File: src/common/pd_defs.vh
// constants for the power-down entry and exit controller
`ifndef SLEEP_DEFS_VH
`define SLEEP_DEFS_VH

// register indices and byte addresses (address is four times the index)
`define PWR_INDEX         8'h87
`define WAKE_CFG_INDEX    8'h88
`define SLEEP_STATUS_INDEX 8'h89
`define PWR_ADDR          12'h21C
`define WAKE_CFG_ADDR     12'h220
`define SLEEP_STATUS_ADDR 12'h224

// power control register fields
`define PWR_IDLE_BIT      0
`define PWR_SLEEP_BIT     1
`define PWR_FLAG0_BIT     2
`define PWR_FLAG1_BIT     3
`define PWR_RESET         4'h0

// wake configuration fields
`define WCFG_EN_A_BIT     0
`define WCFG_EN_B_BIT     1
`define WCFG_EXT_CODE_BIT 2
`define WCFG_RESET        3'h0

// timing
`define CLK_PERIOD_NS     40
`define OSC_STABLE_NS     2000
`define OSC_STABLE_CYC    ((`OSC_STABLE_NS + `CLK_PERIOD_NS - 1) / `CLK_PERIOD_NS)
`define RST_RUN_NS        400
`define RST_RUN_CYC       (`RST_RUN_NS / `CLK_PERIOD_NS)

// program start address after reset
`define RESET_VECTOR      16'h0000

`endif

File: src/core/sync2.v
// two flip-flop synchroniser for asynchronous pin levels
module sync2 #(
    parameter WIDTH = 1,
    parameter [WIDTH-1:0] INIT = {WIDTH{1'b0}}
) (
    input  wire             sys_clk,
    input  wire             reset_n,
    input  wire [WIDTH-1:0] async_in,
    output reg  [WIDTH-1:0] sync_out
);

    reg [WIDTH-1:0] meta_r;

    // first stage feeds only the second stage
    always @(posedge sys_clk) begin
        if (!reset_n) begin
            meta_r   <= INIT;
            sync_out <= INIT;
        end else begin
            meta_r   <= async_in;
            sync_out <= meta_r;
        end
    end

endmodule // sync2

File: src/core/cycle_timer.v
// loadable down counter that pulses done the cycle after it reaches one, load_val cycles after the load
module cycle_timer #(
    parameter WIDTH = 16
) (
    input  wire             sys_clk,
    input  wire             reset_n,
    input  wire             load,
    input  wire [WIDTH-1:0] load_val,
    output reg              done
);

    reg [WIDTH-1:0] count_r;
    reg             busy_r;

    // count down after a load, one-cycle done at the end
    always @(posedge sys_clk) begin
        if (!reset_n) begin
            count_r <= {WIDTH{1'b0}};
            busy_r  <= 1'b0;
            done    <= 1'b0;
        end else if (load) begin
            count_r <= load_val;
            busy_r  <= 1'b1;
            done    <= 1'b0;
        end else if (busy_r) begin
            if (count_r <= {{(WIDTH-1){1'b0}}, 1'b1}) begin
                busy_r <= 1'b0;
                done   <= 1'b1;
            end else begin
                count_r <= count_r - {{(WIDTH-1){1'b0}}, 1'b1};
                done    <= 1'b0;
            end
        end else begin
            done <= 1'b0;
        end
    end

endmodule // cycle_timer

File: src/core/power_down_entry_exit_control.v
// power-down entry and exit controller with APB register access
// Overview of operation
// - writing the power-down request bit stops the cpu, the peripheral clocks and the oscillator in the same cycle.
// - either external interrupt line, when enabled, wakes the device from power-down.
// - an interrupt wake clears the request bit, starts the oscillator, then restores clocks.
// - after an interrupt wake the cpu waits for line release, then gets its interrupt.
// - an interrupt wake leaves the control register except the request bits, the wake configuration register and the internal ram untouched.
// - a high reset pin clears the request bit and restarts oscillator and clocks.
// - after a reset wake the cpu runs briefly, then reset restarts it at address 0000h.
// - during that brief run internal ram is blocked while port access stays allowed.
// - a reset wake restores the control and wake configuration registers to reset values and keeps internal ram.
// - pins follow the mode: port 0 floats in reset or external-code sleep, strobes per mode.
// - power-down wins when power-down and idle requests are set together.
// - the control register holds two flags, power-down and idle in its low four bits.
//
// Added by the designer: the APB register port and the register addresses.
`include "pd_defs.vh"

module power_down_entry_exit_control #(
    parameter OSC_CYCLES = `OSC_STABLE_CYC,
    parameter RST_CYCLES = `RST_RUN_CYC,
    parameter TW         = 16
) (
    input  wire        sys_clk,
    input  wire        reset_n,
    // apb slave
    input  wire        psel,
    input  wire        penable,
    input  wire        pwrite,
    input  wire [11:0] paddr,
    input  wire [31:0] pwdata,
    output wire        pready,
    output reg  [31:0] prdata,
    output reg         pslverr,
    // external pins, active low interrupts and active high reset
    input  wire        ext_irq_line_a_n,
    input  wire        ext_irq_line_b_n,
    input  wire        rst_pin,
    // normal pin values from the core
    input  wire [7:0]  core_port0_out,
    input  wire        core_port0_oe,
    input  wire [31:0] core_port14_out,
    input  wire        core_ale,
    input  wire        core_fetch_strobe_n,
    // pin drive
    output reg  [7:0]  port0_out,
    output reg         port0_oe,
    output reg  [31:0] port14_out,
    output reg         ale_out,
    output reg         program_fetch_strobe,
    // clock and cpu control
    output reg         osc_enable,
    output reg         cpu_clk_en,
    output reg         periph_clk_en,
    output reg         core_reset,
    output reg         ram_block,
    output reg         wake_irq_req,
    output reg  [1:0]  wake_irq_src,
    output wire [15:0] reset_vector,
    output reg         powerdown_active,
    output reg         idle_active
);

    localparam [2:0] ST_RUN      = 3'h0;
    localparam [2:0] ST_SLEEP    = 3'h1;
    localparam [2:0] ST_OSC_WAIT = 3'h2;
    localparam [2:0] ST_HOLD     = 3'h3;
    localparam [2:0] ST_RST_RUN  = 3'h4;
    localparam [2:0] ST_RST_HOLD = 3'h5;

    reg  [2:0] state_r;
    reg  [2:0] state_nxt;
    reg  [3:0] pwr_r;
    reg  [3:0] pwr_nxt;
    reg  [2:0] wcfg_r;
    reg  [1:0] cause_r;
    reg  [1:0] cause_nxt;
    reg        rst_cause_r;
    reg        rst_cause_nxt;
    reg        tmr_load;
    reg [TW-1:0] tmr_val;
    wire       tmr_done;
    wire [2:0] pin_s;
    wire       irq_a_s;
    wire       irq_b_s;
    wire       rst_s;
    wire [1:0] wake_hit;
    wire       wr_en;
    wire       rd_setup;
    reg        wr_sleep_set;

    // register address compare helper
    function addr_hit;
        input [11:0] a;
        input [11:0] b;
        begin
            addr_hit = (a == b);
        end
    endfunction

    // pins cross into the clock domain; lines idle high, reset pin idle low
    sync2 #(
        .WIDTH (3),
        .INIT  (3'b011)
    ) u_pin_sync (
        .sys_clk  (sys_clk),
        .reset_n  (reset_n),
        .async_in ({rst_pin, ext_irq_line_b_n, ext_irq_line_a_n}),
        .sync_out (pin_s)
    );

    assign irq_a_s = ~pin_s[0];
    assign irq_b_s = ~pin_s[1];
    assign rst_s   = pin_s[2];

    assign wake_hit = {irq_b_s & wcfg_r[`WCFG_EN_B_BIT],
                       irq_a_s & wcfg_r[`WCFG_EN_A_BIT]};

    // oscillator settle and brief post-reset run timing
    cycle_timer #(
        .WIDTH (TW)
    ) u_timer (
        .sys_clk  (sys_clk),
        .reset_n  (reset_n),
        .load     (tmr_load),
        .load_val (tmr_val),
        .done     (tmr_done)
    );

    // apb handshake: zero wait states
    assign pready       = 1'b1;
    assign wr_en        = psel & penable & pwrite;
    assign rd_setup     = psel & ~penable & ~pwrite;
    assign reset_vector = `RESET_VECTOR;

    // state and wake bookkeeping
    always @* begin
        state_nxt     = state_r;
        cause_nxt     = cause_r;
        rst_cause_nxt = rst_cause_r;
        tmr_load      = 1'b0;
        tmr_val       = {TW{1'b0}};
        wr_sleep_set  = wr_en & addr_hit(paddr, `PWR_ADDR) & pwdata[`PWR_SLEEP_BIT];
        case (state_r)
            ST_RUN: begin
                if (rst_s) begin
                    state_nxt = ST_RST_HOLD;
                // stop right after the setting write
                end else if (pwr_r[`PWR_SLEEP_BIT]) begin
                    state_nxt = ST_SLEEP;
                end
            end
            ST_SLEEP: begin
                if (rst_s) begin
                    state_nxt     = ST_RST_RUN;
                    rst_cause_nxt = 1'b1;
                    tmr_load      = 1'b1;
                    tmr_val       = RST_CYCLES[TW-1:0];
                end else if (|wake_hit) begin
                    state_nxt     = ST_OSC_WAIT;
                    cause_nxt     = wake_hit;
                    rst_cause_nxt = 1'b0;
                    tmr_load      = 1'b1;
                    tmr_val       = OSC_CYCLES[TW-1:0];
                end
            end
            ST_OSC_WAIT: begin
                if (rst_s) begin
                    state_nxt = ST_RST_HOLD;
                end else if (tmr_done) begin
                    state_nxt = ST_HOLD;
                end
            end
            ST_HOLD: begin
                if (rst_s) begin
                    state_nxt = ST_RST_HOLD;
                // resume once the waking line is released
                end else if (!(|(cause_r & {irq_b_s, irq_a_s}))) begin
                    state_nxt = ST_RUN;
                end
            end
            ST_RST_RUN: begin
                // brief run, then internal reset takes over
                if (tmr_done) begin
                    state_nxt = ST_RST_HOLD;
                end
            end
            ST_RST_HOLD: begin
                if (!rst_s) begin
                    state_nxt = ST_RUN;
                end
            end
            default: begin
                state_nxt = ST_RUN;
            end
        endcase
    end

    // power control register next value
    always @* begin
        pwr_nxt = pwr_r;
        if (wr_en && addr_hit(paddr, `PWR_ADDR)) begin
            pwr_nxt = pwdata[3:0];
        end
        // hardware clears the request bits on interrupt wake
        if (state_r == ST_SLEEP && !rst_s && |wake_hit) begin
            pwr_nxt[`PWR_SLEEP_BIT] = 1'b0;
            pwr_nxt[`PWR_IDLE_BIT]  = 1'b0;
        end
        // reset pin clears the power-down bit
        if (rst_s) begin
            pwr_nxt[`PWR_SLEEP_BIT] = 1'b0;
            pwr_nxt[`PWR_IDLE_BIT]  = 1'b0;
        end
        // software setting wins over a same-cycle interrupt-wake clear, not over the reset pin
        if (wr_sleep_set && !rst_s) begin
            pwr_nxt[`PWR_SLEEP_BIT] = 1'b1;
        end
        if (state_r == ST_RST_HOLD) begin
            pwr_nxt = `PWR_RESET;
        end
    end

    // registers and state
    always @(posedge sys_clk) begin
        if (!reset_n) begin
            state_r     <= ST_RUN;
            pwr_r       <= `PWR_RESET;
            wcfg_r      <= `WCFG_RESET;
            cause_r     <= 2'b00;
            rst_cause_r <= 1'b0;
        end else begin
            state_r     <= state_nxt;
            pwr_r       <= pwr_nxt;
            cause_r     <= cause_nxt;
            rst_cause_r <= rst_cause_nxt;
            if (state_r == ST_RST_HOLD) begin
                wcfg_r <= `WCFG_RESET;
            end else if (wr_en && addr_hit(paddr, `WAKE_CFG_ADDR)) begin
                wcfg_r <= pwdata[2:0];
            end
        end
    end

    // apb read data captured in the setup phase
    always @(posedge sys_clk) begin
        if (!reset_n) begin
            prdata  <= 32'h00000000;
            pslverr <= 1'b0;
        end else if (rd_setup || (psel && !penable)) begin
            prdata  <= 32'h00000000;
            pslverr <= 1'b0;
            // low four bits hold flags, upper bits read zero
            if (addr_hit(paddr, `PWR_ADDR)) begin
                prdata <= {28'h0, pwr_r};
            end else if (addr_hit(paddr, `WAKE_CFG_ADDR)) begin
                prdata <= {29'h0, wcfg_r};
            end else if (addr_hit(paddr, `SLEEP_STATUS_ADDR)) begin
                prdata <= {22'h0, pin_s, rst_cause_r, cause_r, 1'b0, state_r};
            end else begin
                pslverr <= 1'b1;
            end
        end
    end

    // clock, reset and ram control outputs
    always @(posedge sys_clk) begin
        if (!reset_n) begin
            osc_enable       <= 1'b1;
            cpu_clk_en       <= 1'b1;
            periph_clk_en    <= 1'b1;
            core_reset       <= 1'b0;
            ram_block        <= 1'b0;
            wake_irq_req     <= 1'b0;
            wake_irq_src     <= 2'b00;
            powerdown_active <= 1'b0;
            idle_active      <= 1'b0;
        end else begin
            // freeze clocks in the cycle the request bit is set
            osc_enable       <= (state_nxt != ST_SLEEP) && !pwr_nxt[`PWR_SLEEP_BIT];
            powerdown_active <= (state_nxt == ST_SLEEP) || pwr_nxt[`PWR_SLEEP_BIT];
            idle_active      <= pwr_nxt[`PWR_IDLE_BIT] && !pwr_nxt[`PWR_SLEEP_BIT];
            // clocks return after oscillator settle on interrupt wake, at once on reset wake
            periph_clk_en    <= (state_nxt == ST_RUN || state_nxt == ST_HOLD ||
                                 state_nxt == ST_RST_RUN || state_nxt == ST_RST_HOLD) &&
                                !pwr_nxt[`PWR_SLEEP_BIT];
            // cpu held until the line is released
            cpu_clk_en       <= (state_nxt == ST_RUN || state_nxt == ST_RST_RUN ||
                                 state_nxt == ST_RST_HOLD) && !pwr_nxt[`PWR_SLEEP_BIT] &&
                                !pwr_nxt[`PWR_IDLE_BIT];
            // reset vectors the cpu once the brief run ends
            core_reset       <= (state_nxt == ST_RST_HOLD);
            // internal ram blocked during the brief run
            ram_block        <= (state_nxt == ST_RST_RUN);
            // interrupt request pulses when execution resumes
            // interrupt wake raises no register reset
            wake_irq_req     <= (state_r == ST_HOLD) && (state_nxt == ST_RUN);
            if ((state_r == ST_HOLD) && (state_nxt == ST_RUN)) begin
                wake_irq_src <= cause_r;
            end
        end
    end

    // pin states by mode
    always @(posedge sys_clk) begin
        if (!reset_n) begin
            port0_out            <= 8'h00;
            port0_oe             <= 1'b0;
            port14_out           <= 32'hFFFFFFFF;
            ale_out              <= 1'b1;
            program_fetch_strobe <= 1'b1;
        end else if (state_nxt == ST_RST_HOLD) begin
            // reset floats port 0, drives the rest high
            port0_out            <= 8'h00;
            port0_oe             <= 1'b0;
            port14_out           <= 32'hFFFFFFFF;
            ale_out              <= 1'b1;
            program_fetch_strobe <= 1'b1;
        end else if (state_nxt == ST_SLEEP || state_nxt == ST_OSC_WAIT ||
                     pwr_nxt[`PWR_SLEEP_BIT]) begin
            // power-down drives both strobes low, ports keep data
            port0_out            <= core_port0_out;
            port0_oe             <= core_port0_oe & ~wcfg_r[`WCFG_EXT_CODE_BIT];
            port14_out           <= core_port14_out;
            ale_out              <= 1'b0;
            program_fetch_strobe <= 1'b0;
        end else if (pwr_nxt[`PWR_IDLE_BIT]) begin
            port0_out            <= core_port0_out;
            port0_oe             <= core_port0_oe & ~wcfg_r[`WCFG_EXT_CODE_BIT];
            port14_out           <= core_port14_out;
            ale_out              <= 1'b1;
            program_fetch_strobe <= 1'b1;
        end else begin
            port0_out            <= core_port0_out;
            port0_oe             <= core_port0_oe;
            port14_out           <= core_port14_out;
            ale_out              <= core_ale;
            program_fetch_strobe <= core_fetch_strobe_n;
        end
    end

endmodule // power_down_entry_exit_control

File: config.mk
export PLATFORM = sky130hd
export DESIGN_NAME = power_down_entry_exit_control
export DESIGN_NICKNAME = d
export VERILOG_FILES = /design/src/core/sync2.v /design/src/core/cycle_timer.v /design/src/core/power_down_entry_exit_control.v
export VERILOG_INCLUDE_DIRS = /design/src /design/src/common
export SDC_FILE = /design/constraint.sdc
export NUM_CORES = 1
export LEC_CHECK = 0
export ABC_AREA = 1
export BUFFER_PORTS_ARGS = -buffer_cell sky130_fd_sc_hd__clkbuf_2
export CAP_MARGIN = 20
export CORE_ASPECT_RATIO = 1.4
export CORE_MARGIN = 2
export CORE_UTILIZATION = 50
export DETAILED_ROUTE_END_ITERATION = 6
export GPL_TIMING_DRIVEN = 0
export PLACE_DENSITY = 0.85
export SYNTH_ARGS = -nofsm -noshare
export SYNTH_HDL_FRONTEND = slang
export SYNTH_SLANG_ARGS = --single-unit
File: constraint.sdc
create_clock -name sys_clk -period 2.35 [get_ports sys_clk]
set_input_delay 0.47 -clock sys_clk [delete_from_list [all_inputs] [get_ports sys_clk]]
set_output_delay 0.47 -clock sys_clk [all_outputs]
set_load 0.03 [all_outputs]
==> impl_metrics.prom, run 1 <==
# TYPE chip_impl_metric gauge
chip_impl_metric{name="first_global_vias",unit=""} 3736
chip_impl_metric{name="synthToLayoutAreaGrowth",unit="%"} 28.6
chip_impl_metric{name="totalWireLength",unit="mm"} 10.4
chip_impl_metric{name="cp_required",unit="ns"} 2.56
chip_impl_metric{name="proportion_of_layout_cells_with_a_drive_suffix_above_1",unit=""} 0.311
chip_impl_metric{name="synthesis.area",unit="um^2"} 4310
chip_impl_metric{name="rows",unit=""} 40
chip_impl_metric{name="timing_hold_violations_final",unit=""} 0
chip_impl_metric{name="die_area",unit="um^2"} 9390
chip_impl_metric{name="wirelength_met1",unit="mm"} 3.61
chip_impl_info{name="top_layer",value="met4"} 1
chip_impl_metric{name="synth-async-reset-ratio",unit=""} 0
chip_impl_metric{name="floorplan.die.height",unit="um"} 114
chip_impl_metric{name="ys_warn_count",unit=""} 0
chip_impl_metric{name="avgViaCountPerCell",unit=""} 4.82
chip_impl_metric{name="detail_route.drc_violations",unit=""} 0
chip_impl_info{name="cp-startpoint",value="u_pin_sync.sync_out[2]$_SDFF_PN0_"} 1
chip_impl_metric{name="maxCapViolCount",unit=""} 0
chip_impl_metric{name="largest_net_degree_at_the_start_of_global_routing",unit=""} 18
chip_impl_metric{name="initial_antenna_violation_count",unit=""} 0
chip_impl_info{name="yosysTopAreaCell",value="sky130_fd_sc_hd__dfxtp_1"} 1
chip_impl_metric{name="power.density",unit="nW/um^2"} 696
chip_impl_metric{name="multiInputGateArea",unit="um^2"} 1840
chip_impl_metric{name="synth-edff-count",unit=""} 0
chip_impl_info{name="regToRegEndpoint",value="port14_out[30]$_SDFF_PP1_"} 1
chip_impl_metric{name="clockBufferDepth",unit=""} 2
chip_impl_metric{name="die_width",unit="um"} 82.5
chip_impl_metric{name="num_vias",unit=""} 3994
chip_impl_metric{name="finalNonFillerCells",unit=""} 828
chip_impl_info{name="cts_tree",value="built"} 1
chip_impl_metric{name="initial_utilization",unit=""} 0.510
chip_impl_metric{name="top_fanout_value_on_the_critical_path",unit=""} 10
chip_impl_info{name="yosys_most_used_dff",value="sky130_fd_sc_hd__dfxtp_1"} 1
chip_impl_metric{name="worst_pin_slew",unit="ns"} 0.607
chip_impl_metric{name="worst_clock_skew",unit="ns"} 0.00643
chip_impl_metric{name="clk_transition_reported_paths",unit="ns"} 0.07
chip_impl_metric{name="post-dp-hpwl",unit="mm"} 8.32
chip_impl_metric{name="post_cts_resize_count",unit=""} 0
chip_impl_metric{name="track_usage",unit=""} 0.218
chip_impl_metric{name="wl_met3",unit="mm"} 1.01
chip_impl_metric{name="synth.lib_cells_used.distinct",unit=""} 39
chip_impl_info{name="synth_top_cells_by_area",value="sky130_fd_sc_hd__dfxtp_1 47%, sky130_fd_sc_hd__nand2_1 7.8%, sky130_fd_sc_hd__buf_4 7.0%, sky130_fd_sc_hd__nor2_1 6.1%, sky130_fd_sc_hd__or2_1 4.6%"} 1
chip_impl_info{name="ctsRootBufferMaster",value="sky130_fd_sc_hd__clkbuf_16"} 1
chip_impl_metric{name="coreArea",unit="um^2"} 8460
chip_impl_info{name="crit_path_start_kind",value="flop"} 1
chip_impl_metric{name="initialDrtViolationCount",unit=""} 204
chip_impl_info{name="hold_path.class",value="in -> reg"} 1
chip_impl_metric{name="final.min_clock_period",unit="ns"} 1.95
chip_impl_metric{name="achievable-frequency",unit="GHz"} 0.514
chip_impl_metric{name="layout.core_utilization",unit=""} 0.655
chip_impl_metric{name="antenna_cells_inserted",unit=""} 0
chip_impl_metric{name="ys_seq_area_frac",unit=""} 0.469
chip_impl_metric{name="synth_top_cell_area_share",unit=""} 0.469
chip_impl_info{name="timing.critical_path.to",value="port14_out[30]$_SDFF_PP1_"} 1
chip_impl_metric{name="cts-htree-levels",unit=""} 3
chip_impl_metric{name="flop_to_flop_setup_slack",unit="ns"} 0.40
chip_impl_metric{name="cts-hold-fix-buffers",unit=""} 0
chip_impl_metric{name="final-max-slew-violation-count",unit=""} 0
chip_impl_metric{name="boundaryPins",unit=""} 198
chip_impl_info{name="worstReg2RegStart",value="u_pin_sync.sync_out[2]$_SDFF_PN0_"} 1
chip_impl_metric{name="post-place-cells",unit=""} 812
chip_impl_metric{name="wire_length_of_the_first_global_routing_pass",unit="mm"} 16.0
chip_impl_metric{name="drt.antenna.violating_nets",unit=""} 0
chip_impl_metric{name="clk_latency",unit="ns"} 0.34
chip_impl_metric{name="cts.sink_count",unit=""} 101
chip_impl_info{name="result_of_the_run",value="finished, final reports clean"} 1
chip_impl_metric{name="wl_met2",unit="mm"} 5.54
chip_impl_metric{name="globalRouteOverflowTotal",unit=""} 0
chip_impl_metric{name="vdd_drop_max",unit="uV"} 540
chip_impl_metric{name="setup_viol",unit=""} 0
chip_impl_metric{name="fillCellCount",unit=""} 720
chip_impl_metric{name="synth_register_bits",unit=""} 101
chip_impl_metric{name="finalCritPeriodShare",unit=""} 0.828
chip_impl_metric{name="cts_post_setup_buffers_inserted",unit=""} 0
chip_impl_metric{name="cp.arrival",unit="ns"} 2.16
chip_impl_metric{name="dpl_worst_slack",unit="ns"} 0.408
chip_impl_metric{name="synth.avg_cell_area",unit="um^2"} 7.98
chip_impl_metric{name="relSlewSlack",unit=""} 0.595
chip_impl_metric{name="clock_buffer_count_from_cts",unit=""} 9
chip_impl_info{name="timing.critical_path.to_type",value="flop"} 1
chip_impl_info{name="unrepaired_setup_endpoints_after_global_routing",value="no"} 1
chip_impl_metric{name="drt-wirelength-per-cell",unit="um"} 12.6
chip_impl_metric{name="detail_route.first_pass.iterations",unit=""} 7
chip_impl_metric{name="final.setup.worst_slack",unit="ns"} 0.404
chip_impl_info{name="path_class",value="reg -> reg"} 1
chip_impl_metric{name="fin_nets",unit=""} 815
chip_impl_metric{name="p_leak",unit="nW"} 2.82
chip_impl_metric{name="worstRegToRegCells",unit=""} 11
chip_impl_metric{name="setup_total_negative_slack",unit="ns"} 0
chip_impl_metric{name="gp_congestion",unit=""} 0.964
chip_impl_metric{name="portBuffers",unit=""} 130
chip_impl_metric{name="postSynthCellCount",unit=""} 540
chip_impl_metric{name="area.sequential",unit="um^2"} 2020
cells in the mapped netlist, drive strengths merged (4+ instances only):
library cell	instances
a21oi	32
buf	46
clkbuf	6
dfxtp	101
inv	51
nand2	100
nand3	29
nand4	8
nor2	75
nor3	12
nor3b	4
o21ai	11
or2	36
xnor2	5
xor2	5
power breakdown:
part | total [W] | switching, W | internal (W)
Clock | 0.00149 | 0.000628 | 0.000861
Combinational | 0.000572 | 0.000372 | 0.000201
Sequential | 0.00180 | 0.0000256 | 0.00177
Total | 0.00386 | 0.00103 | 0.00283
final cells by class:
type / count / share of cell area
buffer: 52 / 0.0679
clock buffer: 10 / 0.0431
clock inverter: 6 / 0.0129
inverter: 52 / 0.0377
multi-input combinational: 372 / 0.333
sequential: 101 / 0.365
tap: 105 / 0.0237
timing repair buffer: 130 / 0.117
worst max-delay path, cell delays in order, from the launching register on:
cell and delay (ns):
sky130_fd_sc_hd__dfxtp_1 0.47, sky130_fd_sc_hd__bufinv_8 0.26, sky130_fd_sc_hd__nand3_2 0.10, sky130_fd_sc_hd__nor2_2 0.05, sky130_fd_sc_hd__nor2_2 0.14, sky130_fd_sc_hd__nand2_2 0.10
sky130_fd_sc_hd__inv_2 0.08, sky130_fd_sc_hd__nand2_4 0.06, sky130_fd_sc_hd__nand2_4 0.07, sky130_fd_sc_hd__nand2_4 0.08, sky130_fd_sc_hd__buf_6 0.14, sky130_fd_sc_hd__or2_1 0.26
flip-flops by register name (all words and copies together) (netlist names), 2 cells and up:
name,flops
cause_r,2
port0_out,8
port14_out,32
prdata,10
pwr_r,4
state_r,3
u_pin_sync.meta_r,3
u_pin_sync.sync_out,3
u_timer.count_r,16
wake_irq_src,2
wcfg_r,3
cells by family after synthesis:
kind of cell	synth area share
buffers and inverters	0.136
and+or+nand+nor	0.297
xor gates and xnor gates	0.0203
other	0.00174
AOI/OAI and AO/OA	0.0705
DFF	0.469
adders and majority gates	0.00580
metal layers:
metal / vias to the layer above / global-route usage
li1: 1982 / -
met1: 1810 / 0.219
met2: 180 / 0.405
met3: 22 / 0.0593
met4: 0 / 0.0933
met5: - / 0
per-stage QoR:
step                instance area (um^2)  total power, W  hold WS [ns]
global placement                    5230         0.00239         0.399
detailed placement                  5230         0.00241         0.401
global route                        5540         0.00402         0.298
CTS                                 5540         0.00389         0.300
floorplan                           4450         0.00225         0.390
finish                              5540         0.00386         0.303
cell usage in the layout, fill, tap and decap left out, types with 2 or more instances in the layout:
cell type and count:
sky130_fd_sc_hd__or2_2 4, sky130_fd_sc_hd__nor3b_1 4, sky130_fd_sc_hd__xor2_1 5, sky130_fd_sc_hd__a21oi_1 31, sky130_fd_sc_hd__buf_4 40, sky130_fd_sc_hd__nor2_2 4
sky130_fd_sc_hd__clkbuf_16 9, sky130_fd_sc_hd__clkbuf_2 130, sky130_fd_sc_hd__nor2_1 70, sky130_fd_sc_hd__buf_6 4, sky130_fd_sc_hd__ha_1 2, sky130_fd_sc_hd__inv_1 43
sky130_fd_sc_hd__nand2_2 7, sky130_fd_sc_hd__xnor2_1 5, sky130_fd_sc_hd__nor3_1 11, sky130_fd_sc_hd__nand3b_1 3, sky130_fd_sc_hd__nand3_2 3, sky130_fd_sc_hd__conb_1 39
sky130_fd_sc_hd__clkinv_4 2, sky130_fd_sc_hd__o21ai_0 8, sky130_fd_sc_hd__o21ai_1 3, sky130_fd_sc_hd__a211oi_1 3, sky130_fd_sc_hd__inv_2 8, sky130_fd_sc_hd__nand4_1 8
sky130_fd_sc_hd__clkbuf_1 6, sky130_fd_sc_hd__o221ai_1 3, sky130_fd_sc_hd__dfxtp_1 101, sky130_fd_sc_hd__nand2_4 3, sky130_fd_sc_hd__nand2_1 90, sky130_fd_sc_hd__clkinvlp_4 2
sky130_fd_sc_hd__or2_1 32, sky130_fd_sc_hd__nand3_1 26
worst min path at each step:
stage,startpoint,end,slack (ns),cells after the start
final,core_port14_out[5],port14_out[5]$_SDFF_PP1_,0.30,2
after global routing,core_port14_out[1],port14_out[1]$_SDFF_PP1_,0.30,2
after CTS,core_port14_out[5],port14_out[5]$_SDFF_PP1_,0.30,2
after detailed placement,u_pin_sync.meta_r[2]$_SDFF_PN0_,u_pin_sync.sync_out[2]$_SDFF_PN0_,0.40,2
after global placement,u_pin_sync.meta_r[0]$_SDFF_PN1_,u_pin_sync.sync_out[0]$_SDFF_PN1_,0.40,1
after floorplan,u_pin_sync.meta_r[2]$_SDFF_PN0_,u_pin_sync.sync_out[2]$_SDFF_PN0_,0.39,2
Power figures use the tool's default switching activity.
==> run 2, diff against run 1 <==
CORE_UTILIZATION = 47   (was 50)
PLACE_DENSITY = 0.8   (was 0.85)
clock period = 1.8 ns   (was 2.35 ns; I/O delays follow)
==> impl_metrics.prom, run 2 (same netlist as run 1, synthesis figures left out) <==
# TYPE chip_impl_metric gauge
chip_impl_info{name="largestRegisters",value="port14_out: 32 flops, u_timer.count_r: 16 flops, prdata: 10 flops"} 1
chip_impl_info{name="timing.critical_path.to",value="port14_out[15]$_SDFF_PP1_"} 1
chip_impl_metric{name="p_int",unit="W"} 0.00356
chip_impl_metric{name="p_leak",unit="nW"} 2.84
chip_impl_metric{name="achievable-frequency",unit="GHz"} 0.583
chip_impl_metric{name="drt-wirelength-per-cell",unit="um"} 11.9
chip_impl_metric{name="final-max-slew-violation-count",unit=""} 0
chip_impl_metric{name="setup_viol",unit=""} 0
chip_impl_metric{name="num_vias",unit=""} 3894
chip_impl_metric{name="relSlewSlack",unit=""} 0.595
chip_impl_metric{name="floorplan.die.height",unit="um"} 117
chip_impl_metric{name="largest_net_degree_at_the_start_of_global_routing",unit=""} 18
chip_impl_metric{name="top_fanout_value_on_the_critical_path",unit=""} 10
chip_impl_info{name="result_of_the_run",value="finished, final reports clean"} 1
chip_impl_info{name="crit_slowest_cell",value="sky130_fd_sc_hd__dfxtp_1"} 1
chip_impl_metric{name="maxCapViolCount",unit=""} 0
chip_impl_metric{name="finalInstanceArea",unit="um^2"} 5570
chip_impl_metric{name="rows",unit=""} 41
chip_impl_metric{name="p_seq_frac",unit=""} 0.479
chip_impl_metric{name="cts.sink_count",unit=""} 101
chip_impl_metric{name="drt.antenna.violating_nets",unit=""} 0
chip_impl_info{name="cts_tree",value="built"} 1
chip_impl_metric{name="cts-hold-fix-buffers",unit=""} 0
chip_impl_info{name="largest_register",value="port14_out"} 1
chip_impl_metric{name="placement.cell_area",unit="um^2"} 5240
chip_impl_metric{name="clk_transition_reported_paths",unit="ns"} 0.07
chip_impl_metric{name="cp.arrival",unit="ns"} 1.95
chip_impl_metric{name="coreArea",unit="um^2"} 8980
chip_impl_metric{name="clockBufferDepth",unit=""} 2
chip_impl_info{name="worstReg2RegStart",value="state_r[1]$_SDFF_PN0_"} 1
chip_impl_metric{name="die_width",unit="um"} 85.0
chip_impl_metric{name="clk_latency",unit="ns"} 0.35
chip_impl_metric{name="power_frac_clock",unit=""} 0.370
chip_impl_metric{name="proportion_of_layout_cells_with_a_drive_suffix_above_1",unit=""} 0.326
chip_impl_metric{name="clock_buffer_count_from_cts",unit=""} 9
chip_impl_metric{name="wire_length_of_the_first_global_routing_pass",unit="mm"} 15.6
chip_impl_metric{name="worstRegToRegCells",unit=""} 11
chip_impl_metric{name="portBuffers",unit=""} 130
chip_impl_info{name="critPathMostFrequentCell",value="sky130_fd_sc_hd__nand2_4"} 1
chip_impl_metric{name="post-dp-hpwl",unit="mm"} 7.97
chip_impl_metric{name="first_global_vias",unit=""} 3540
chip_impl_metric{name="cts-htree-levels",unit=""} 3
chip_impl_metric{name="antenna_cells_inserted",unit=""} 0
chip_impl_info{name="hold_path.class",value="in -> reg"} 1
chip_impl_metric{name="detail_route.drc_violations",unit=""} 0
chip_impl_metric{name="finalCritPeriodShare",unit=""} 0.953
chip_impl_info{name="layout.cells.most_common_list",value="130 x sky130_fd_sc_hd__clkbuf_2, 96 x sky130_fd_sc_hd__dfxtp_1, 90 x sky130_fd_sc_hd__nand2_1"} 1
chip_impl_metric{name="crit_path_max_incr_delay",unit="ns"} 0.43
chip_impl_metric{name="track_usage",unit=""} 0.194
chip_impl_metric{name="totalWireLength",unit="mm"} 9.94
chip_impl_metric{name="globalRouteOverflowTotal",unit=""} 0
chip_impl_info{name="layout.cells.most_common",value="sky130_fd_sc_hd__clkbuf_2"} 1
chip_impl_info{name="unrepaired_setup_endpoints_after_global_routing",value="yes"} 1
chip_impl_info{name="timing.critical_path.to_type",value="flop"} 1
chip_impl_metric{name="timing_hold_violations_final",unit=""} 0
chip_impl_metric{name="net-switching-power",unit="W"} 0.00135
chip_impl_info{name="cp-startpoint",value="state_r[1]$_SDFF_PN0_"} 1
chip_impl_info{name="ctsRootBufferMaster",value="sky130_fd_sc_hd__clkbuf_16"} 1
chip_impl_metric{name="gp_congestion",unit=""} 0.878
chip_impl_metric{name="largest_register_ff_count",unit=""} 32
chip_impl_metric{name="boundaryPins",unit=""} 198
chip_impl_metric{name="flop_to_flop_setup_slack",unit="ns"} 0.09
chip_impl_metric{name="power.density",unit="nW/um^2"} 882
chip_impl_metric{name="worst_pin_slew",unit="ns"} 0.608
chip_impl_metric{name="initial_utilization",unit=""} 0.480
chip_impl_metric{name="avgViaCountPerCell",unit=""} 4.68
chip_impl_metric{name="finalNonFillerCells",unit=""} 832
chip_impl_info{name="crit_path_start_kind",value="flop"} 1
chip_impl_metric{name="power.combinational.fraction",unit=""} 0.152
chip_impl_metric{name="vdd_drop_max",unit="uV"} 673
chip_impl_metric{name="synthToLayoutAreaGrowth",unit="%"} 29.1
chip_impl_info{name="path_class",value="reg -> reg"} 1
chip_impl_metric{name="sw_frac_of_total",unit=""} 0.274
chip_impl_info{name="regToRegEndpoint",value="port14_out[15]$_SDFF_PP1_"} 1
chip_impl_metric{name="final.min_clock_period",unit="ns"} 1.71
chip_impl_metric{name="detail_route.first_pass.iterations",unit=""} 4
chip_impl_metric{name="worst_clock_skew",unit="ns"} 0.00872
chip_impl_info{name="critical_path.cell_chain",value="inv_2, nand3_1, o21ai_1, nor2_4, nand2_2, inv_2, nand2_4, nand2_4, nand2_4, buf_6, or2_1"} 1
chip_impl_metric{name="initial_antenna_violation_count",unit=""} 0
chip_impl_metric{name="die_area",unit="um^2"} 9970
chip_impl_metric{name="fin_nets",unit=""} 817
chip_impl_metric{name="post-place-cells",unit=""} 814
chip_impl_metric{name="initialDrtViolationCount",unit=""} 135
chip_impl_metric{name="cp_required",unit="ns"} 2.04
-- run 2: cell count changes in the layout (fill, tap and decap cells not counted), moves of 4 or more --
cell,delta
sky130_fd_sc_hd__dfxtp_1,-5
sky130_fd_sc_hd__nor2_2,+4
sky130_fd_sc_hd__nor2_1,-4
sky130_fd_sc_hd__dfxtp_2,+4
-- run 2: per-layer routing --
layer	track usage	wire, um
met1	0.200	3690
met2	0.368	5340
met3	0.0324	699
met4	0.0923	206
met5	0	0
-- run 2: stage by stage --
step	utilization	total power (W)	setup TNS [ns]	worst slack (ns)	hold slack, ns
4_1_cts	0.615	0.00494	0	0.00969	0.179
3_5_place_dp	0.583	0.00314	-0.890	-0.0818	0.398
6_report	0.620	0.00491	0	0.0853	0.184
3_3_place_gp	0.583	0.00313	-0.179	-0.0452	0.400
2_1_floorplan	-	0.00294	0	0.181	0.390
5_1_grt	0.620	0.00509	-0.0347	-0.0181	0.193
-- run 2: what timing repair did --
| item | 4_1_cts | 5_1_grt |
|---|---|---|
| pin swaps | 0 | 2 |
| endpoints found under the setup margin | 41 | 61 |
| setup buffers | 0 | 2 |
| resized for setup | 3 | 13 |
| endpoints found under the hold margin | 0 | 0 |
-- run 2: power groups by stage --
stage,Combinational [W],Clock [W],Sequential [W]
final,0.000743,0.00181,0.00235
after global routing,0.000810,0.00192,0.00235
after CTS,0.000740,0.00186,0.00235
after detailed placement,0.000738,0,0.00240
after global placement,0.000731,0,0.00240
after floorplan,0.000408,0,0.00253
-- run 2: worst max-delay path, delay by kind of cell, from the launching register on --
kind / cells / cell delay (ns)
simple gates: 7 / 0.72
buf+inv: 3 / 0.33
compound gates: 1 / 0.10
flops: 1 / 0.43
-- run 2: cell type report --
cell class	count	area (um^2)
plain buffers	52	387
repair buffers	132	666
clock buffers	10	239
fillers	819	3410
well taps	107	134
inverters	52	203
flip-flops and latches	101	2030
clock inverters	6	43.8
multi-input cells	372	1860
-- run 2: worst min path at each step --
stage          cells after the start                       startpoint                                end
2_1_floorplan                      2  u_pin_sync.meta_r[2]$_SDFF_PN0_  u_pin_sync.sync_out[2]$_SDFF_PN0_
3_3_place_gp                       1  u_pin_sync.meta_r[0]$_SDFF_PN1_  u_pin_sync.sync_out[0]$_SDFF_PN1_
3_5_place_dp                       2  u_pin_sync.meta_r[2]$_SDFF_PN0_  u_pin_sync.sync_out[2]$_SDFF_PN0_
4_1_cts                            2              core_port14_out[28]          port14_out[28]$_SDFF_PP1_
5_1_grt                            2              core_port14_out[29]          port14_out[29]$_SDFF_PP1_
6_report                           2              core_port14_out[28]          port14_out[28]$_SDFF_PP1_
==> run 3, diff against run 2 <==
CORE_UTILIZATION = 48   (was 47)
GPL_TIMING_DRIVEN = default   (was 0)
PLACE_DENSITY = 0.81   (was 0.8)
SYNTH_HIERARCHICAL = 1   (was default)
==> impl_metrics.prom, run 3 <==
# TYPE chip_impl_metric gauge
chip_impl_info{name="result_of_the_run",value="finished, final reports clean"} 1
chip_impl_info{name="post_synth_most_frequent_cells",value="131 x sky130_fd_sc_hd__nand2_1, 101 x sky130_fd_sc_hd__dfxtp_1, 82 x sky130_fd_sc_hd__nor2_1, 62 x sky130_fd_sc_hd__inv_1, 46 x sky130_fd_sc_hd__nand3_1"} 1
chip_impl_metric{name="cts_post_setup_buffers_inserted",unit=""} 0
chip_impl_metric{name="multiInputGateArea",unit="um^2"} 2130
chip_impl_metric{name="net-switching-power",unit="W"} 0.00141
chip_impl_metric{name="rows",unit=""} 42
chip_impl_metric{name="vdd_drop_max",unit="uV"} 552
chip_impl_metric{name="cp_required",unit="ns"} 2.10
chip_impl_metric{name="antenna_cells_inserted",unit=""} 0
chip_impl_info{name="unrepaired_setup_endpoints_after_global_routing",value="no"} 1
chip_impl_metric{name="synth.lib_cells_used.distinct",unit=""} 37
chip_impl_metric{name="track_usage",unit=""} 0.208
chip_impl_info{name="layout.cells.most_common_list",value="130 x sky130_fd_sc_hd__nand2_1, 130 x sky130_fd_sc_hd__clkbuf_2, 98 x sky130_fd_sc_hd__dfxtp_1"} 1
chip_impl_info{name="yosys_most_used_dff",value="sky130_fd_sc_hd__dfxtp_1"} 1
chip_impl_metric{name="top_fanout_value_on_the_critical_path",unit=""} 8
chip_impl_metric{name="initial_antenna_violation_count",unit=""} 0
chip_impl_metric{name="synthToLayoutAreaGrowth",unit="%"} 22.8
chip_impl_metric{name="floorplan.die.height",unit="um"} 120
chip_impl_info{name="crit_path_start_kind",value="flop"} 1
chip_impl_metric{name="final.setup.worst_slack",unit="ns"} 0.132
chip_impl_info{name="cts_tree",value="built"} 1
chip_impl_info{name="critPathTopFamily",value="simple AND/OR/NAND/NOR gates"} 1
chip_impl_info{name="largestRegisters",value="port14_out: 32 flops, u_timer/count_r: 16 flops, prdata: 10 flops"} 1
chip_impl_metric{name="wire_length_of_the_first_global_routing_pass",unit="mm"} 17.1
chip_impl_info{name="crit_slowest_cell",value="sky130_fd_sc_hd__dfxtp_1"} 1
chip_impl_metric{name="power.combinational.fraction",unit=""} 0.139
chip_impl_metric{name="detail_route.first_pass.iterations",unit=""} 4
chip_impl_metric{name="wirelength_met1",unit="mm"} 3.93
chip_impl_metric{name="avgViaCountPerCell",unit=""} 4.67
chip_impl_metric{name="synth.avg_cell_area",unit="um^2"} 7.49
chip_impl_info{name="ctsRootBufferMaster",value="sky130_fd_sc_hd__clkbuf_16"} 1
chip_impl_metric{name="power.density",unit="nW/um^2"} 867
chip_impl_info{name="largest_register",value="port14_out"} 1
chip_impl_info{name="synth_top_cells_by_area",value="sky130_fd_sc_hd__dfxtp_1 44%, sky130_fd_sc_hd__nand2_1 11%, sky130_fd_sc_hd__nor2_1 6.7%, sky130_fd_sc_hd__buf_4 6.4%, sky130_fd_sc_hd__inv_1 5.1%"} 1
chip_impl_metric{name="ys_warn_count",unit=""} 6
chip_impl_metric{name="worst_clock_skew",unit="ns"} 0.00475
chip_impl_metric{name="ys_seq_area_frac",unit=""} 0.440
chip_impl_info{name="critical_path.cell_chain",value="inv_1, ha_1, o21ai_1, nor2_2, nand2_4, nand2_8, nand2_8, clkinv_4, nor2_2, nand2_1, nand2_1"} 1
chip_impl_metric{name="initial_utilization",unit=""} 0.489
chip_impl_info{name="timing.critical_path.to_type",value="flop"} 1
chip_impl_metric{name="placement.cell_area",unit="um^2"} 5350
chip_impl_metric{name="finalInstanceArea",unit="um^2"} 5640
chip_impl_metric{name="post-dp-hpwl",unit="mm"} 7.91
chip_impl_info{name="top_layer",value="met4"} 1
chip_impl_info{name="main_combinational_cell_family_by_area_after_synthesis",value="simple AND/OR/NAND/NOR gates"} 1
chip_impl_metric{name="detail_route.drc_violations",unit=""} 0
chip_impl_metric{name="synth.mux.area_fraction",unit=""} 0
chip_impl_metric{name="power_frac_clock",unit=""} 0.381
chip_impl_metric{name="synth_register_bits",unit=""} 101
chip_impl_metric{name="clk_latency",unit="ns"} 0.35
chip_impl_metric{name="coreArea",unit="um^2"} 9410
chip_impl_metric{name="synth-async-reset-ratio",unit=""} 0
chip_impl_metric{name="layout.core_utilization",unit=""} 0.600
chip_impl_metric{name="final.min_clock_period",unit="ns"} 1.67
chip_impl_metric{name="gp_congestion",unit=""} 0.898
chip_impl_metric{name="wl_met2",unit="mm"} 5.74
chip_impl_metric{name="synth-edff-count",unit=""} 0
chip_impl_info{name="yosysTopAreaCell",value="sky130_fd_sc_hd__dfxtp_1"} 1
chip_impl_metric{name="achievable-frequency",unit="GHz"} 0.599
chip_impl_metric{name="fin_nets",unit=""} 868
chip_impl_metric{name="die_width",unit="um"} 86.7
chip_impl_metric{name="fillCellCount",unit=""} 873
chip_impl_metric{name="setup_viol",unit=""} 0
chip_impl_metric{name="synthesis.area",unit="um^2"} 4600
chip_impl_info{name="hold_path.class",value="in -> reg"} 1
chip_impl_metric{name="largest_net_degree_at_the_start_of_global_routing",unit=""} 41
chip_impl_metric{name="crit_path_max_incr_delay",unit="ns"} 0.36
chip_impl_metric{name="clk_transition_reported_paths",unit="ns"} 0.07
chip_impl_metric{name="postSynthCellCount",unit=""} 614
chip_impl_metric{name="setup_total_negative_slack",unit="ns"} 0
chip_impl_metric{name="drt-wirelength-per-cell",unit="um"} 11.8
chip_impl_metric{name="cp.arrival",unit="ns"} 1.96
chip_impl_metric{name="p_int",unit="W"} 0.00348
chip_impl_metric{name="boundaryPins",unit=""} 198
chip_impl_info{name="yosysMostFrequentCell",value="sky130_fd_sc_hd__nand2_1"} 1
chip_impl_metric{name="timing_hold_violations_final",unit=""} 0
chip_impl_metric{name="sw_frac_of_total",unit=""} 0.289
chip_impl_metric{name="synth_top_cell_area_share",unit=""} 0.440
chip_impl_metric{name="largest_register_ff_count",unit=""} 32
chip_impl_metric{name="wl_met3",unit="um"} 492
chip_impl_metric{name="synth-simple-area-share",unit=""} 0.347
chip_impl_metric{name="finalCritPeriodShare",unit=""} 0.927
chip_impl_metric{name="proportion_of_layout_cells_with_a_drive_suffix_above_1",unit=""} 0.263
chip_impl_metric{name="cts-htree-levels",unit=""} 3
chip_impl_metric{name="p_leak",unit="nW"} 2.87
chip_impl_metric{name="num_vias",unit=""} 4137
chip_impl_metric{name="p_seq_frac",unit=""} 0.479
chip_impl_metric{name="initialDrtViolationCount",unit=""} 143
chip_impl_metric{name="portBuffers",unit=""} 130
chip_impl_metric{name="totalWireLength",unit="mm"} 10.4
chip_impl_info{name="path_class",value="reg -> reg"} 1
chip_impl_metric{name="synth-xor-area-share",unit=""} 0.00572
chip_impl_metric{name="holdWs",unit="ns"} 0.178
chip_impl_metric{name="final-max-slew-violation-count",unit=""} 0
chip_impl_metric{name="dpl_worst_slack",unit="ns"} 0.0241
chip_impl_metric{name="drt.antenna.violating_nets",unit=""} 0
chip_impl_metric{name="globalRouteOverflowTotal",unit=""} 0
chip_impl_metric{name="post_synthesis_compound_gate_area_fraction",unit=""} 0.0626
chip_impl_metric{name="clock_buffer_count_from_cts",unit=""} 9
chip_impl_metric{name="synth-adder-area-share",unit=""} 0.00544
chip_impl_metric{name="first_global_vias",unit=""} 3775
chip_impl_metric{name="area.sequential",unit="um^2"} 2030
chip_impl_metric{name="clockBufferDepth",unit=""} 2
chip_impl_metric{name="die_area",unit="um^2"} 10400
chip_impl_metric{name="maxCapViolCount",unit=""} 0
chip_impl_metric{name="cts.sink_count",unit=""} 101
chip_impl_metric{name="critPathBufInv",unit=""} 2
## run 3: final cells by class
class | count | area share
clock buffer | 10 | 0.0406
clock inverter | 6 | 0.00975
inverter | 67 | 0.0454
multi-input combinational | 443 | 0.378
sequential | 101 | 0.359
tap | 110 | 0.0244
timing repair buffer | 149 | 0.143
## run 3: worst paths after layout
path / start / endpoint / slack, ns / cells after the start
worst min-delay path: ext_irq_line_a_n / u_pin_sync/meta_r[0]$_SDFF_PN1_ / 0.18 / 3
worst min register to register: u_pin_sync/meta_r[0]$_SDFF_PN1_ / u_pin_sync/sync_out[0]$_SDFF_PN1_ / 0.40 / 2
worst max-delay path: u_timer/count_r[0]$_SDFFE_PN0P_ / u_timer/count_r[4]$_SDFFE_PN0P_ / 0.13 / 11
worst max register to register: u_timer/count_r[0]$_SDFFE_PN0P_ / u_timer/count_r[4]$_SDFFE_PN0P_ / 0.13 / 11
## run 3: metal layers
metal,up-vias,global-route usage
met1,1854,0.219
met3,23,0.0475
met4,0,0.0840
met2,119,0.386
li1,2141,-
met5,-,0
## run 3: power groups by stage
stage	Sequential, W	Clock, W	Combinational (W)
global placement	0.00239	0	0.000670
CTS	0.00235	0.00191	0.000684
finish	0.00235	0.00186	0.000683
floorplan	0.00253	0	0.000419
global route	0.00235	0.00200	0.000745
detailed placement	0.00240	0	0.000680
## run 3: through the flow
stage / std cells / total power (W)
global route: 886 / 0.00509
detailed placement: 870 / 0.00308
global placement: 870 / 0.00306
floorplan: 663 / 0.00294
finish: 886 / 0.00489
CTS: 886 / 0.00493
## run 3: logic make-up after synthesis
logic type | count (synthesis)
AND/OR/NAND/NOR | 337
buffers and inverters | 119
flip-flops | 101
AO/OA/AOI/OAI | 50
XOR/XNOR | 3
adder cells (fa/ha/maj) | 2
other | 2
## run 3: worst reg2reg max path: cells and delay by family, from the launching register on
kind / cells / cell delay [ns]
flops: 1 / 0.36
simple gates: 7 / 0.65
compound gates: 1 / 0.19
fa+ha+maj: 1 / 0.25
buf+inv: 2 / 0.16
## run 3: repair_timing
action,in CTS,in global routing
setup endpoints to repair,0,42
hold buffers,0,0
gates resized for setup,0,6
endpoints found under the hold margin,0,0
